**src/pkg/clkgen_regs.svh**
```systemverilog
// Register offsets, field positions, reset values and timing counts
`ifndef CLKGEN_REGS_SVH
`define CLKGEN_REGS_SVH

// ****************************************************
// Register offsets
// ****************************************************
`define OFS_CFG_PRIMARY 4'h0
`define OFS_CFG_DIVIDER 4'h1
`define OFS_STATUS_ONE 4'h2
`define OFS_STATUS_TWO 4'h3
`define OFS_FILTER_HI 4'h4
`define OFS_FILTER_LO 4'h5
`define OFS_TRIM 4'h6
`define OFS_IRQ_STATUS 4'h7
`define OFS_IRQ_CLEAR 4'h8
`define OFS_IRQ_ENABLE 4'h9

// ****************************************************
// Primary control fields
// ****************************************************
`define PRI_HGO_BIT 7
`define PRI_RANGE_BIT 6
`define PRI_REF_OSCILLATOR_REQUEST_BIT 5
`define PRI_CLOCK_MODE_SELECT_HI 4
`define PRI_CLOCK_MODE_SELECT_LO 3
`define PRI_OSC_STOP_BIT 2
`define PRI_LOCD_BIT 1
`define PRI_WRITE_MASK 8'hfe

// ****************************************************
// Divider control fields
// ****************************************************
`define DIV_LOCK_LOSS_RESET_ENABLE_BIT 7
`define DIV_MFD_HI 6
`define DIV_MFD_LO 4
`define DIV_CLOCK_LOSS_RESET_ENABLE_BIT 3
`define DIV_RFD_HI 2
`define DIV_RFD_LO 0

// ****************************************************
// Status and interrupt fields
// ****************************************************
`define ST1_PEND_BIT 0
`define IRQ_LOCK_LOSS 0
`define IRQ_CLOCK_LOSS 1
`define IRQ_SETTLED 2
`define IRQ_MASK 8'h07
`define FILTER_HI_MASK 8'h0f

// ****************************************************
// Reset values
// ****************************************************
`define RST_CFG_PRIMARY 8'h00
`define RST_CFG_DIVIDER 8'h00
`define RST_FILTER 12'h000
`define RST_TRIM 8'h80

// ****************************************************
// Frequencies and timing
// ****************************************************
`define SCM_FREQ_HZ 32'd8000000
`define IRG_FREQ_HZ 32'd243000
`define IRG_DIVISOR 40'd7
`define PRESCALE_LOW 40'd64
`define PRESCALE_HIGH 40'd1
`define SETTLE_TIME_NS 2000
`define CLK_PERIOD_NS 8
`define SETTLE_CYCLES ((`SETTLE_TIME_NS + `CLK_PERIOD_NS - 1) / `CLK_PERIOD_NS)

`endif

```
**src/pkg/clkgen_pkg.sv**
```systemverilog
// Types and decode functions of the clock generator
package clkgen_pkg;

  typedef enum logic [1:0] {
    SELF_CLOCKED = 2'b00,
    LOOP_LOCKED_INTERNAL = 2'b01,
    BYPASS_EXTERNAL = 2'b10,
    LOOP_LOCKED_EXTERNAL = 2'b11
  } gen_state_t;

  // Multiplier N = 4 + 2 * code
  function automatic logic [4:0] mult_factor(input logic [2:0] code);
    mult_factor = 5'd4 + {1'b0, code, 1'b0};
  endfunction

  // Divider R = 2 ** code, applied as a shift
  function automatic logic [2:0] div_shift(input logic [2:0] code);
    div_shift = code;
  endfunction

endpackage

```
**src/pkg/clkgen_calc_if.sv**
```systemverilog
// Configuration and result between control and frequency calculator
`timescale 1ns/1ps
interface clkgen_calc_if;
  clkgen_pkg::gen_state_t state;
  logic range_high;
  logic [2:0] mult_code;
  logic [2:0] div_code;
  logic [31:0] ext_hz;
  logic [31:0] freq_hz;

  modport ctrl (
    output state, range_high, mult_code, div_code, ext_hz,
    input freq_hz
  );
  modport calc (
    input state, range_high, mult_code, div_code, ext_hz,
    output freq_hz
  );
endinterface

```
**src/verilog/clkgen_freq_calc.sv**
```systemverilog
// Output frequency calculator of the clock generator
`timescale 1ns/1ps
`include "clkgen_regs.svh"
module clkgen_freq_calc (
  input wire logic i_mclk,
  input wire logic i_sys_rst,
  clkgen_calc_if.calc cfg
);

  logic [39:0] base_hz;
  logic [39:0] prod_hz;
  logic [31:0] freq_next;

  always_comb begin
    base_hz = {8'h00, cfg.ext_hz};
    prod_hz = 40'h0;
    freq_next = `SCM_FREQ_HZ;
    case (cfg.state)
      clkgen_pkg::LOOP_LOCKED_EXTERNAL: begin
        // P is 64 on the low range, 1 on the high range
        base_hz = cfg.range_high ? base_hz * `PRESCALE_HIGH
                                 : base_hz * `PRESCALE_LOW;
        prod_hz = base_hz * {35'h0, clkgen_pkg::mult_factor(cfg.mult_code)};
        freq_next = prod_hz[31:0] >> clkgen_pkg::div_shift(cfg.div_code);
      end
      clkgen_pkg::LOOP_LOCKED_INTERNAL: begin
        // Internal loop always prescales by 64
        base_hz = ({8'h00, `IRG_FREQ_HZ} / `IRG_DIVISOR) * `PRESCALE_LOW;
        prod_hz = base_hz * {35'h0, clkgen_pkg::mult_factor(cfg.mult_code)};
        freq_next = prod_hz[31:0] >> clkgen_pkg::div_shift(cfg.div_code);
      end
      clkgen_pkg::BYPASS_EXTERNAL: begin
        freq_next = cfg.ext_hz >> clkgen_pkg::div_shift(cfg.div_code);
      end
      clkgen_pkg::SELF_CLOCKED: begin
        freq_next = `SCM_FREQ_HZ >> clkgen_pkg::div_shift(cfg.div_code);
      end
      default: begin
        freq_next = `SCM_FREQ_HZ;
      end
    endcase
  end

  always_ff @(posedge i_mclk) begin
    if (i_sys_rst) begin
      cfg.freq_hz <= `SCM_FREQ_HZ;
    end else begin
      cfg.freq_hz <= freq_next;
    end
  end

endmodule // clkgen_freq_calc

```
**src/verilog/clkgen_ctrl.sv**
```systemverilog
// Register file and mode control of the clock generator
// ****************************************************
// What this block does
// - After reset runs self-clocked at about 8 MHz, bus clock 4 MHz.
// - External locked mode: output is reference times P times N over R.
// - Internal locked mode: output is internal reference over 7, times 64 times N, over R.
// - Range bit 6: 0 gives prescale 64, 1 gives prescale 1.
// - Mode field bits 4:3: 11 external locked, 01 internal locked.
// - High gain bit 7 at 0 selects the low-power oscillator.
// - Bit 5 requests the crystal oscillator; ignored in internal locked mode.
// - Bit 0 of primary control reads zero and ignores writes.
// - Multiplier code bits 6:4: 000 gives 4, 011 gives 10.
// - Divider code bits 2:0: 000 divides by 1, 001 by 2.
// - Lock-loss reset enable at 0 gives an interrupt, not a reset.
// - Clock-loss reset enable at 0 gives an interrupt, not a reset.
// - Status one is read-only except the pending-flag clear.
// - Filter word holds 12 bits, loop-adjusted; top four bits read zero.
// - High gain bit takes only the first write after reset.
// - High gain acts only while the oscillator request bit is 1.
// ****************************************************
//
// Design decisions made here: the plain strobed port and the register offsets.
`timescale 1ns/1ps
`include "clkgen_regs.svh"
module clkgen_ctrl (
  input wire logic i_mclk,
  input wire logic i_sys_rst,
  input wire logic [3:0] i_addr,
  input wire logic [7:0] i_wdata,
  input wire logic i_wr,
  input wire logic i_rd,
  input wire logic i_lock,
  input wire logic i_ref_ok,
  input wire logic [31:0] i_ext_ref_hz,
  input wire logic i_filter_upd,
  input wire logic [11:0] i_filter_loop,
  output logic [7:0] o_rdata,
  output logic [31:0] o_gen_freq_hz,
  output logic [31:0] o_bus_freq_hz,
  output logic [1:0] o_gen_state,
  output logic o_ref_osc_en,
  output logic o_high_gain_en,
  output logic o_osc_stop_en,
  output logic [11:0] o_filter,
  output logic [7:0] o_trim,
  output logic o_reset_req,
  output logic o_irq
);

  clkgen_calc_if calc_bus ();

  logic [7:0] primary_reg;
  logic [7:0] divider_reg;
  logic hgo_locked_reg;
  logic [11:0] filter_reg;
  logic [7:0] trim_reg;
  logic pend_reg;
  logic lock_loss_reg;
  logic clock_loss_reg;
  logic lock_prev_reg;
  logic ref_prev_reg;
  logic settled_reg;
  logic [15:0] settle_cnt_reg;
  logic [7:0] irq_status_reg;
  logic [7:0] irq_enable_reg;
  logic [7:0] rdata_next;
  clkgen_pkg::gen_state_t state_reg;
  clkgen_pkg::gen_state_t state_next;
  logic [1:0] clock_mode_select;
  logic wr_primary;
  logic wr_divider;
  logic lock_loss_evt;
  logic clock_loss_evt;
  logic settled_evt;
  logic in_locked;
  logic ext_in_use;
  logic [7:0] irq_events;

  // ****************************************************
  // Decode
  // ****************************************************
  assign wr_primary = i_wr && (i_addr == `OFS_CFG_PRIMARY);
  assign wr_divider = i_wr && (i_addr == `OFS_CFG_DIVIDER);
  assign clock_mode_select = primary_reg[`PRI_CLOCK_MODE_SELECT_HI:`PRI_CLOCK_MODE_SELECT_LO];
  assign in_locked = (state_reg == clkgen_pkg::LOOP_LOCKED_EXTERNAL) ||
                     (state_reg == clkgen_pkg::LOOP_LOCKED_INTERNAL);
  assign ext_in_use = (state_reg == clkgen_pkg::LOOP_LOCKED_EXTERNAL) ||
                      (state_reg == clkgen_pkg::BYPASS_EXTERNAL);

  // ****************************************************
  // Control registers
  // ****************************************************
  // High gain bit is write-once; bits 6:1 stay writable, bit 0 stays zero
  always_ff @(posedge i_mclk) begin
    if (i_sys_rst) begin
      primary_reg <= `RST_CFG_PRIMARY;
      hgo_locked_reg <= 1'b0;
    end else if (wr_primary) begin
      primary_reg[6:1] <= i_wdata[6:1];
      primary_reg[0] <= 1'b0;
      hgo_locked_reg <= 1'b1;
      if (!hgo_locked_reg) begin
        primary_reg[`PRI_HGO_BIT] <= i_wdata[`PRI_HGO_BIT];
      end
    end
  end

  always_ff @(posedge i_mclk) begin
    if (i_sys_rst) begin
      divider_reg <= `RST_CFG_DIVIDER;
    end else if (wr_divider) begin
      divider_reg <= i_wdata;
    end
  end

  always_ff @(posedge i_mclk) begin
    if (i_sys_rst) begin
      trim_reg <= `RST_TRIM;
    end else if (i_wr && (i_addr == `OFS_TRIM)) begin
      trim_reg <= i_wdata;
    end
  end

  // Loop wins over software while engaged; writes land in any cycle without a loop update
  always_ff @(posedge i_mclk) begin
    if (i_sys_rst) begin
      filter_reg <= `RST_FILTER;
    end else if (in_locked && i_filter_upd) begin
      filter_reg <= i_filter_loop;
    end else if (i_wr && (i_addr == `OFS_FILTER_HI)) begin
      filter_reg[11:8] <= i_wdata[3:0];
    end else if (i_wr && (i_addr == `OFS_FILTER_LO)) begin
      filter_reg[7:0] <= i_wdata;
    end
  end

  // ****************************************************
  // Mode state machine
  // ****************************************************
  always_comb begin
    state_next = state_reg;
    case (clock_mode_select)
      2'b00: begin
        state_next = clkgen_pkg::SELF_CLOCKED;
      end
      2'b01: begin
        state_next = clkgen_pkg::LOOP_LOCKED_INTERNAL;
      end
      2'b10: begin
        state_next = i_ref_ok ? clkgen_pkg::BYPASS_EXTERNAL
                              : clkgen_pkg::SELF_CLOCKED;
      end
      2'b11: begin
        // Falls back to self-clocked until the reference runs
        state_next = i_ref_ok ? clkgen_pkg::LOOP_LOCKED_EXTERNAL
                              : clkgen_pkg::SELF_CLOCKED;
      end
      default: begin
        state_next = clkgen_pkg::SELF_CLOCKED;
      end
    endcase
  end

  always_ff @(posedge i_mclk) begin
    if (i_sys_rst) begin
      state_reg <= clkgen_pkg::SELF_CLOCKED;
    end else begin
      state_reg <= state_next;
    end
  end

  // ****************************************************
  // Oscillator controls
  // ****************************************************
  always_ff @(posedge i_mclk) begin
    if (i_sys_rst) begin
      o_ref_osc_en <= 1'b0;
      o_high_gain_en <= 1'b0;
      o_osc_stop_en <= 1'b0;
    end else begin
      // Request is a don't care in internal locked mode
      o_ref_osc_en <= primary_reg[`PRI_REF_OSCILLATOR_REQUEST_BIT] &&
                      (state_next != clkgen_pkg::LOOP_LOCKED_INTERNAL);
      o_high_gain_en <= primary_reg[`PRI_HGO_BIT] &&
                        primary_reg[`PRI_REF_OSCILLATOR_REQUEST_BIT] &&
                        (state_next != clkgen_pkg::LOOP_LOCKED_INTERNAL);
      o_osc_stop_en <= primary_reg[`PRI_OSC_STOP_BIT];
    end
  end

  // ****************************************************
  // Loss events
  // ****************************************************
  always_ff @(posedge i_mclk) begin
    if (i_sys_rst) begin
      lock_prev_reg <= 1'b0;
      ref_prev_reg <= 1'b0;
    end else begin
      lock_prev_reg <= i_lock;
      ref_prev_reg <= i_ref_ok;
    end
  end

  assign lock_loss_evt = in_locked && lock_prev_reg && !i_lock;
  // Clock monitor is active when its disable bit is clear
  assign clock_loss_evt = ext_in_use && ref_prev_reg && !i_ref_ok &&
                          !primary_reg[`PRI_LOCD_BIT];

  // A reset enable of 1 turns the loss into a reset request
  always_ff @(posedge i_mclk) begin
    if (i_sys_rst) begin
      o_reset_req <= 1'b0;
    end else begin
      o_reset_req <= (lock_loss_evt && divider_reg[`DIV_LOCK_LOSS_RESET_ENABLE_BIT]) ||
                     (clock_loss_evt && divider_reg[`DIV_CLOCK_LOSS_RESET_ENABLE_BIT]);
    end
  end

  // Loss flags clear when lock or reference returns; sticky pending flag, a new event beats its clear
  always_ff @(posedge i_mclk) begin
    if (i_sys_rst) begin
      pend_reg <= 1'b0;
      lock_loss_reg <= 1'b0;
      clock_loss_reg <= 1'b0;
    end else begin
      if ((lock_loss_evt && !divider_reg[`DIV_LOCK_LOSS_RESET_ENABLE_BIT]) ||
          (clock_loss_evt && !divider_reg[`DIV_CLOCK_LOSS_RESET_ENABLE_BIT])) begin
        pend_reg <= 1'b1;
      end else if (i_wr && (i_addr == `OFS_STATUS_ONE) &&
                   i_wdata[`ST1_PEND_BIT]) begin
        pend_reg <= 1'b0;
      end
      if (lock_loss_evt) begin
        lock_loss_reg <= 1'b1;
      end else if (i_lock && in_locked) begin
        lock_loss_reg <= 1'b0;
      end
      if (clock_loss_evt) begin
        clock_loss_reg <= 1'b1;
      end else if (i_ref_ok) begin
        clock_loss_reg <= 1'b0;
      end
    end
  end

  // ****************************************************
  // Settled flag
  // ****************************************************
  // Counts lock held continuously; outside locked modes it counts up to settled regardless of lock
  always_ff @(posedge i_mclk) begin
    if (i_sys_rst) begin
      settle_cnt_reg <= 16'h0000;
      settled_reg <= 1'b0;
    end else if (in_locked && !i_lock) begin
      settle_cnt_reg <= 16'h0000;
      settled_reg <= 1'b0;
    end else if (settle_cnt_reg < 16'(`SETTLE_CYCLES)) begin
      settle_cnt_reg <= settle_cnt_reg + 16'h0001;
    end else begin
      settled_reg <= 1'b1;
    end
  end

  assign settled_evt = (settle_cnt_reg == 16'(`SETTLE_CYCLES)) &&
                       !settled_reg;

  // ****************************************************
  // Interrupts
  // ****************************************************
  always_comb begin
    irq_events = 8'h00;
    irq_events[`IRQ_LOCK_LOSS] = lock_loss_evt &&
                                 !divider_reg[`DIV_LOCK_LOSS_RESET_ENABLE_BIT];
    irq_events[`IRQ_CLOCK_LOSS] = clock_loss_evt &&
                                  !divider_reg[`DIV_CLOCK_LOSS_RESET_ENABLE_BIT];
    irq_events[`IRQ_SETTLED] = settled_evt;
  end

  always_ff @(posedge i_mclk) begin
    if (i_sys_rst) begin
      irq_status_reg <= 8'h00;
    end else if (i_wr && (i_addr == `OFS_IRQ_CLEAR)) begin
      // Set wins over a clear in the same cycle
      irq_status_reg <= (irq_status_reg & ~i_wdata) | irq_events;
    end else begin
      irq_status_reg <= irq_status_reg | irq_events;
    end
  end

  always_ff @(posedge i_mclk) begin
    if (i_sys_rst) begin
      irq_enable_reg <= 8'h00;
    end else if (i_wr && (i_addr == `OFS_IRQ_ENABLE)) begin
      irq_enable_reg <= i_wdata & `IRQ_MASK;
    end
  end

  always_ff @(posedge i_mclk) begin
    if (i_sys_rst) begin
      o_irq <= 1'b0;
    end else begin
      o_irq <= |(irq_status_reg & irq_enable_reg);
    end
  end

  // ****************************************************
  // Read path
  // ****************************************************
  always_comb begin
    rdata_next = 8'h00;
    case (i_addr)
      `OFS_CFG_PRIMARY: rdata_next = primary_reg & `PRI_WRITE_MASK;
      `OFS_CFG_DIVIDER: rdata_next = divider_reg;
      `OFS_STATUS_ONE: rdata_next = {state_reg, i_ref_ok, i_lock,
                                     lock_loss_reg, clock_loss_reg,
                                     1'b0, pend_reg};
      `OFS_STATUS_TWO: rdata_next = {7'h00, settled_reg};
      `OFS_FILTER_HI: rdata_next = {4'h0, filter_reg[11:8]};
      `OFS_FILTER_LO: rdata_next = filter_reg[7:0];
      `OFS_TRIM: rdata_next = trim_reg;
      `OFS_IRQ_STATUS: rdata_next = irq_status_reg;
      `OFS_IRQ_ENABLE: rdata_next = irq_enable_reg;
      default: rdata_next = 8'h00;
    endcase
  end

  // Data stand only in the cycle after the strobe
  always_ff @(posedge i_mclk) begin
    if (i_sys_rst) begin
      o_rdata <= 8'h00;
    end else if (i_rd) begin
      o_rdata <= rdata_next;
    end else begin
      o_rdata <= 8'h00;
    end
  end

  // ****************************************************
  // Frequency outputs
  // ****************************************************
  assign calc_bus.state = state_reg;
  assign calc_bus.range_high = primary_reg[`PRI_RANGE_BIT];
  assign calc_bus.mult_code = divider_reg[`DIV_MFD_HI:`DIV_MFD_LO];
  assign calc_bus.div_code = divider_reg[`DIV_RFD_HI:`DIV_RFD_LO];
  assign calc_bus.ext_hz = i_ext_ref_hz;

  clkgen_freq_calc u_calc (
    .i_mclk(i_mclk),
    .i_sys_rst(i_sys_rst),
    .cfg(calc_bus.calc)
  );

  // One extra stage so both frequency outputs move together
  always_ff @(posedge i_mclk) begin
    if (i_sys_rst) begin
      o_gen_freq_hz <= `SCM_FREQ_HZ;
      o_bus_freq_hz <= `SCM_FREQ_HZ >> 1;
      o_gen_state <= 2'b00;
    end else begin
      o_gen_freq_hz <= calc_bus.freq_hz;
      o_bus_freq_hz <= calc_bus.freq_hz >> 1;
      o_gen_state <= state_reg;
    end
  end

  always_ff @(posedge i_mclk) begin
    if (i_sys_rst) begin
      o_filter <= `RST_FILTER;
      o_trim <= `RST_TRIM;
    end else begin
      o_filter <= filter_reg;
      o_trim <= trim_reg;
    end
  end

endmodule // clkgen_ctrl

```
**config.mk**
```make
export PLATFORM = sky130hd
export DESIGN_NAME = clkgen_ctrl
export DESIGN_NICKNAME = d
export VERILOG_FILES = /design/src/pkg/clkgen_pkg.sv /design/src/pkg/clkgen_calc_if.sv /design/src/verilog/clkgen_freq_calc.sv /design/src/verilog/clkgen_ctrl.sv
export VERILOG_INCLUDE_DIRS = /design/src /design/src/pkg
export SDC_FILE = /design/constraint.sdc
export NUM_CORES = 1
export LEC_CHECK = 0
export CORE_ASPECT_RATIO = 1.5
export CORE_MARGIN = 5
export CORE_UTILIZATION = 55
export DETAILED_ROUTE_END_ITERATION = 8
export DONT_BUFFER_PORTS = 1
export GPL_TIMING_DRIVEN = 0
export PLACE_DENSITY = 0.74
export SYNTH_ARGS = -nofsm -noshare
export SYNTH_HDL_FRONTEND = slang
export SYNTH_SLANG_ARGS = --single-unit
```
**constraint.sdc**
```tcl
create_clock -name i_mclk -period 6.9 [get_ports i_mclk]
set_input_delay 1.725 -clock i_mclk [delete_from_list [all_inputs] [get_ports i_mclk]]
set_output_delay 1.725 -clock i_mclk [all_outputs]
set_load 0.05 [all_outputs]
```
==> run_results.csv <==
group,metric,value,unit
synthesis,synth_ff_type,"dfxtp_1",
floorplanning,die_h,197,um
synthesis,async_reset_ff_frac,0,
min_path,hold_path_class,"register to register",
synthesis,ys_types,96,
synthesis,netlist_instances,1460,
timing,period_share,0.951,
timing,fmax,152,MHz
cts,hold_buffers,0,
job,maxCapViolations,0,
floorplanning,core_region_area,0.0231,mm2
global_route,grt-ovfl-total,0,
cells_and_area,fin_nets,1688,
synthesis,synth_edf_count,0,
synthesis,syn-num-nets,1669,
cts,clockBufferDepth,2,
routing,final_antenna_net_count,0,
global_route,track_usage,0.306,
cells_and_area,final_common_cell,"dfxtp_1",
cts,tritoncts,"built",
place,io_buffers,0,
timing,final_max_slew_viol_count,0,
floorplanning,ioPinCount,162,
timing,hold_violations,0,
floorplanning,die_area,0.0266,mm2
timing,slew_headroom,0.322,
timing,period_needed,6.56,ns
timing,tightest_slew,1.01,ns
cts,numCtsBuffers,17,
cts,clk_pin_slew,0.07,ns
timing,skew,0.00796,ns
setup_path,critical_path_class,"register to register",
cells_and_area,final_cell_mix,"dfxtp_1 (168), nor2_1 (159), nor2b_1 (104)",
setup_path,cp.required,7.19,ns
timing,holdWs,0.409,ns
routing,vias,11200,
synthesis,avgSynthCellArea,8.80,um2
floorplanning,initial_core_util,0.557,
status,status,"finished, final reports clean",
timing,finalSetupViolCount,0,
cts,cts_num_sinks,170,
cells_and_area,drive_above_1_share,0.101,
global_route,grt_max_degree,19,
power_and_ir_drop,p_total,2.22,mW
place,placed_area,0.0132,mm2
cells_and_area,final_area,0.0138,mm2
cells_and_area,antenna_cells,0,
timing,rsz0062_at_grt,"false",
routing,drtIter0Drc,782,
routing,wire_per_inst,22.5,um
power_and_ir_drop,ir_drop,178,uV
timing,fin_setup_tns,0,ns
cells_and_area,area_growth,7.78,%
synthesis,syn_area,0.0128,mm2
place,place_congestion,1.01,
timing,setup_ws,0.341,ns
synthesis,yosys_warnings,0,
place,hpwl,33200,um
synthesis,synth-seq-cells,170,
setup_path,endpoint_kind,"register",
floorplanning,fp.dieW,135,um
routing,detail_route.wirelength,40700,um
setup_path,cp_max_fo,10,
cts,cts.htree.levels,4,
setup_path,cp.arrival,6.84,ns
cts,clockRootBuffer,"clkbuf_16",
routing,dr.pass1.iters,8,
place,preCtsSetupSlack,-0.322,ns
floorplanning,num_rows,68,
cells_and_area,n_fill_cell,2096,
routing,vias_per_cell,6.20,
cts,post_cts_buffers,0,
global_route,first_global_vias,11300,
power_and_ir_drop,leakage,5.62,nW
power_and_ir_drop,power.density,161,mW/mm2
global_route,grt_first_pass_wirelength,63300,um
synthesis,ys_seq_area_frac,0.265,
cts,clk-insertion-delay-late,0.43,ns
routing,drc,0,
global_route,antenna_found_initial,0,
setup_path,crit_path_start_kind,"register",
critical path: stages (launching register included):
cell	delay (ns)
dfxtp_2	0.49
inv_1	0.24
ha_2	0.52
clkbuf_1	0.34
buf_2	0.34
nand3_1	0.16
fa_1	0.53
inv_1	0.05
fa_1	0.47
ha_1	0.30
ha_1	0.19
inv_1	0.06
fa_1	0.37
nor2b_1	0.21
o31a_1	0.25
o21ai_2	0.14
a211oi_1	0.42
o21ai_0	0.26
a21o_1	0.23
a211oi_1	0.36
nor2_1	0.08
o311ai_1	0.38
cells by family (layout without fill, tap and decap cells):
family / count (synthesis) / in the layout / synth area share
flops: 170 / 170 / 0.265
fa+ha+maj: 146 / 146 / 0.176
simple gates: 558 / 558 / 0.220
buf+inv: 154 / 186 / 0.0666
compound gates: 308 / 308 / 0.167
xor+xnor: 33 / 33 / 0.0225
mux: 90 / 90 / 0.0828
other cells: 1 / 1 / 0.000292
worst paths after layout:
path / start / endpoint / slack, ns / cells past startpoint
min: u_calc.cfg.freq_hz[12] / o_gen_freq_hz[12] / 0.41 / 1
min reg2reg: u_calc.cfg.freq_hz[12] / o_gen_freq_hz[12] / 0.41 / 1
max reg2reg: divider_reg[5] / u_calc.cfg.freq_hz[25] / 0.34 / 21
max: divider_reg[5] / u_calc.cfg.freq_hz[25] / 0.34 / 21
final cells by class:
class / instances / area (um2) / share of cell area
multi-input combinational: 1136 / 8590 / 0.620
sequential: 170 / 3410 / 0.246
buffer: 125 / 751 / 0.0542
clock buffer: 17 / 425 / 0.0307
tap: 315 / 394 / 0.0285
clock inverter: 15 / 171 / 0.0124
inverter: 29 / 109 / 0.00786
stage by stage:
stage / cells / util
after floorplan: 1460 / -
after global placement: 1775 / 0.574
after detailed placement: 1775 / 0.574
after CTS: 1807 / 0.600
after global routing: 1807 / 0.600
final: 1807 / 0.600
cells in the mapped netlist (6+ instances only):
master,n,area [um2]
a21o_1,10,75.1
or3_1,12,75.1
or2_2,11,68.8
nand2b_1,14,87.6
buf_1,8,30.0
buf_4,32,240
nand2_1,94,353
xnor2_1,21,184
a21oi_1,88,440
o211ai_1,14,105
xor2_1,12,105
ha_1,89,1110
a22oi_1,7,52.6
a32oi_1,6,52.6
nand3_1,49,245
a311oi_1,9,78.8
mux4_2,12,270
o21ai_1,7,35.0
fa_1,57,1140
clkbuf_1,63,236
mux2_2,9,101
and3_1,26,163
o22ai_1,7,43.8
nor3_1,27,135
mux2i_1,68,681
a31oi_1,15,93.8
o21ai_0,36,180
clkbuf_8,12,165
inv_1,26,97.6
nor2b_1,104,651
and2_1,24,150
dfxtp_1,170,3400
a211oi_1,23,173
nor2_1,159,597
o21a_1,16,120
nand4_1,16,100
routing by layer:
layer  track usage  wire length [um]
met5             0                 0
met1         0.331             14500
met4         0.190              2840
met3        0.0403              2400
met2         0.557             21000
where the power goes:
| group | internal [mW] | switching (mW) |
|---|---|---|
| Combinational | 0.0938 | 0.169 |
| Sequential | 0.991 | 0.0175 |
| Clock | 0.518 | 0.434 |
what timing repair did:
item | in CTS | in global routing
gates resized for setup | 2 | 7
setup endpoints to repair | 10 | 9
hold endpoints to repair | 0 | 0
No activity file was read; power rests on OpenSTA's default activity.
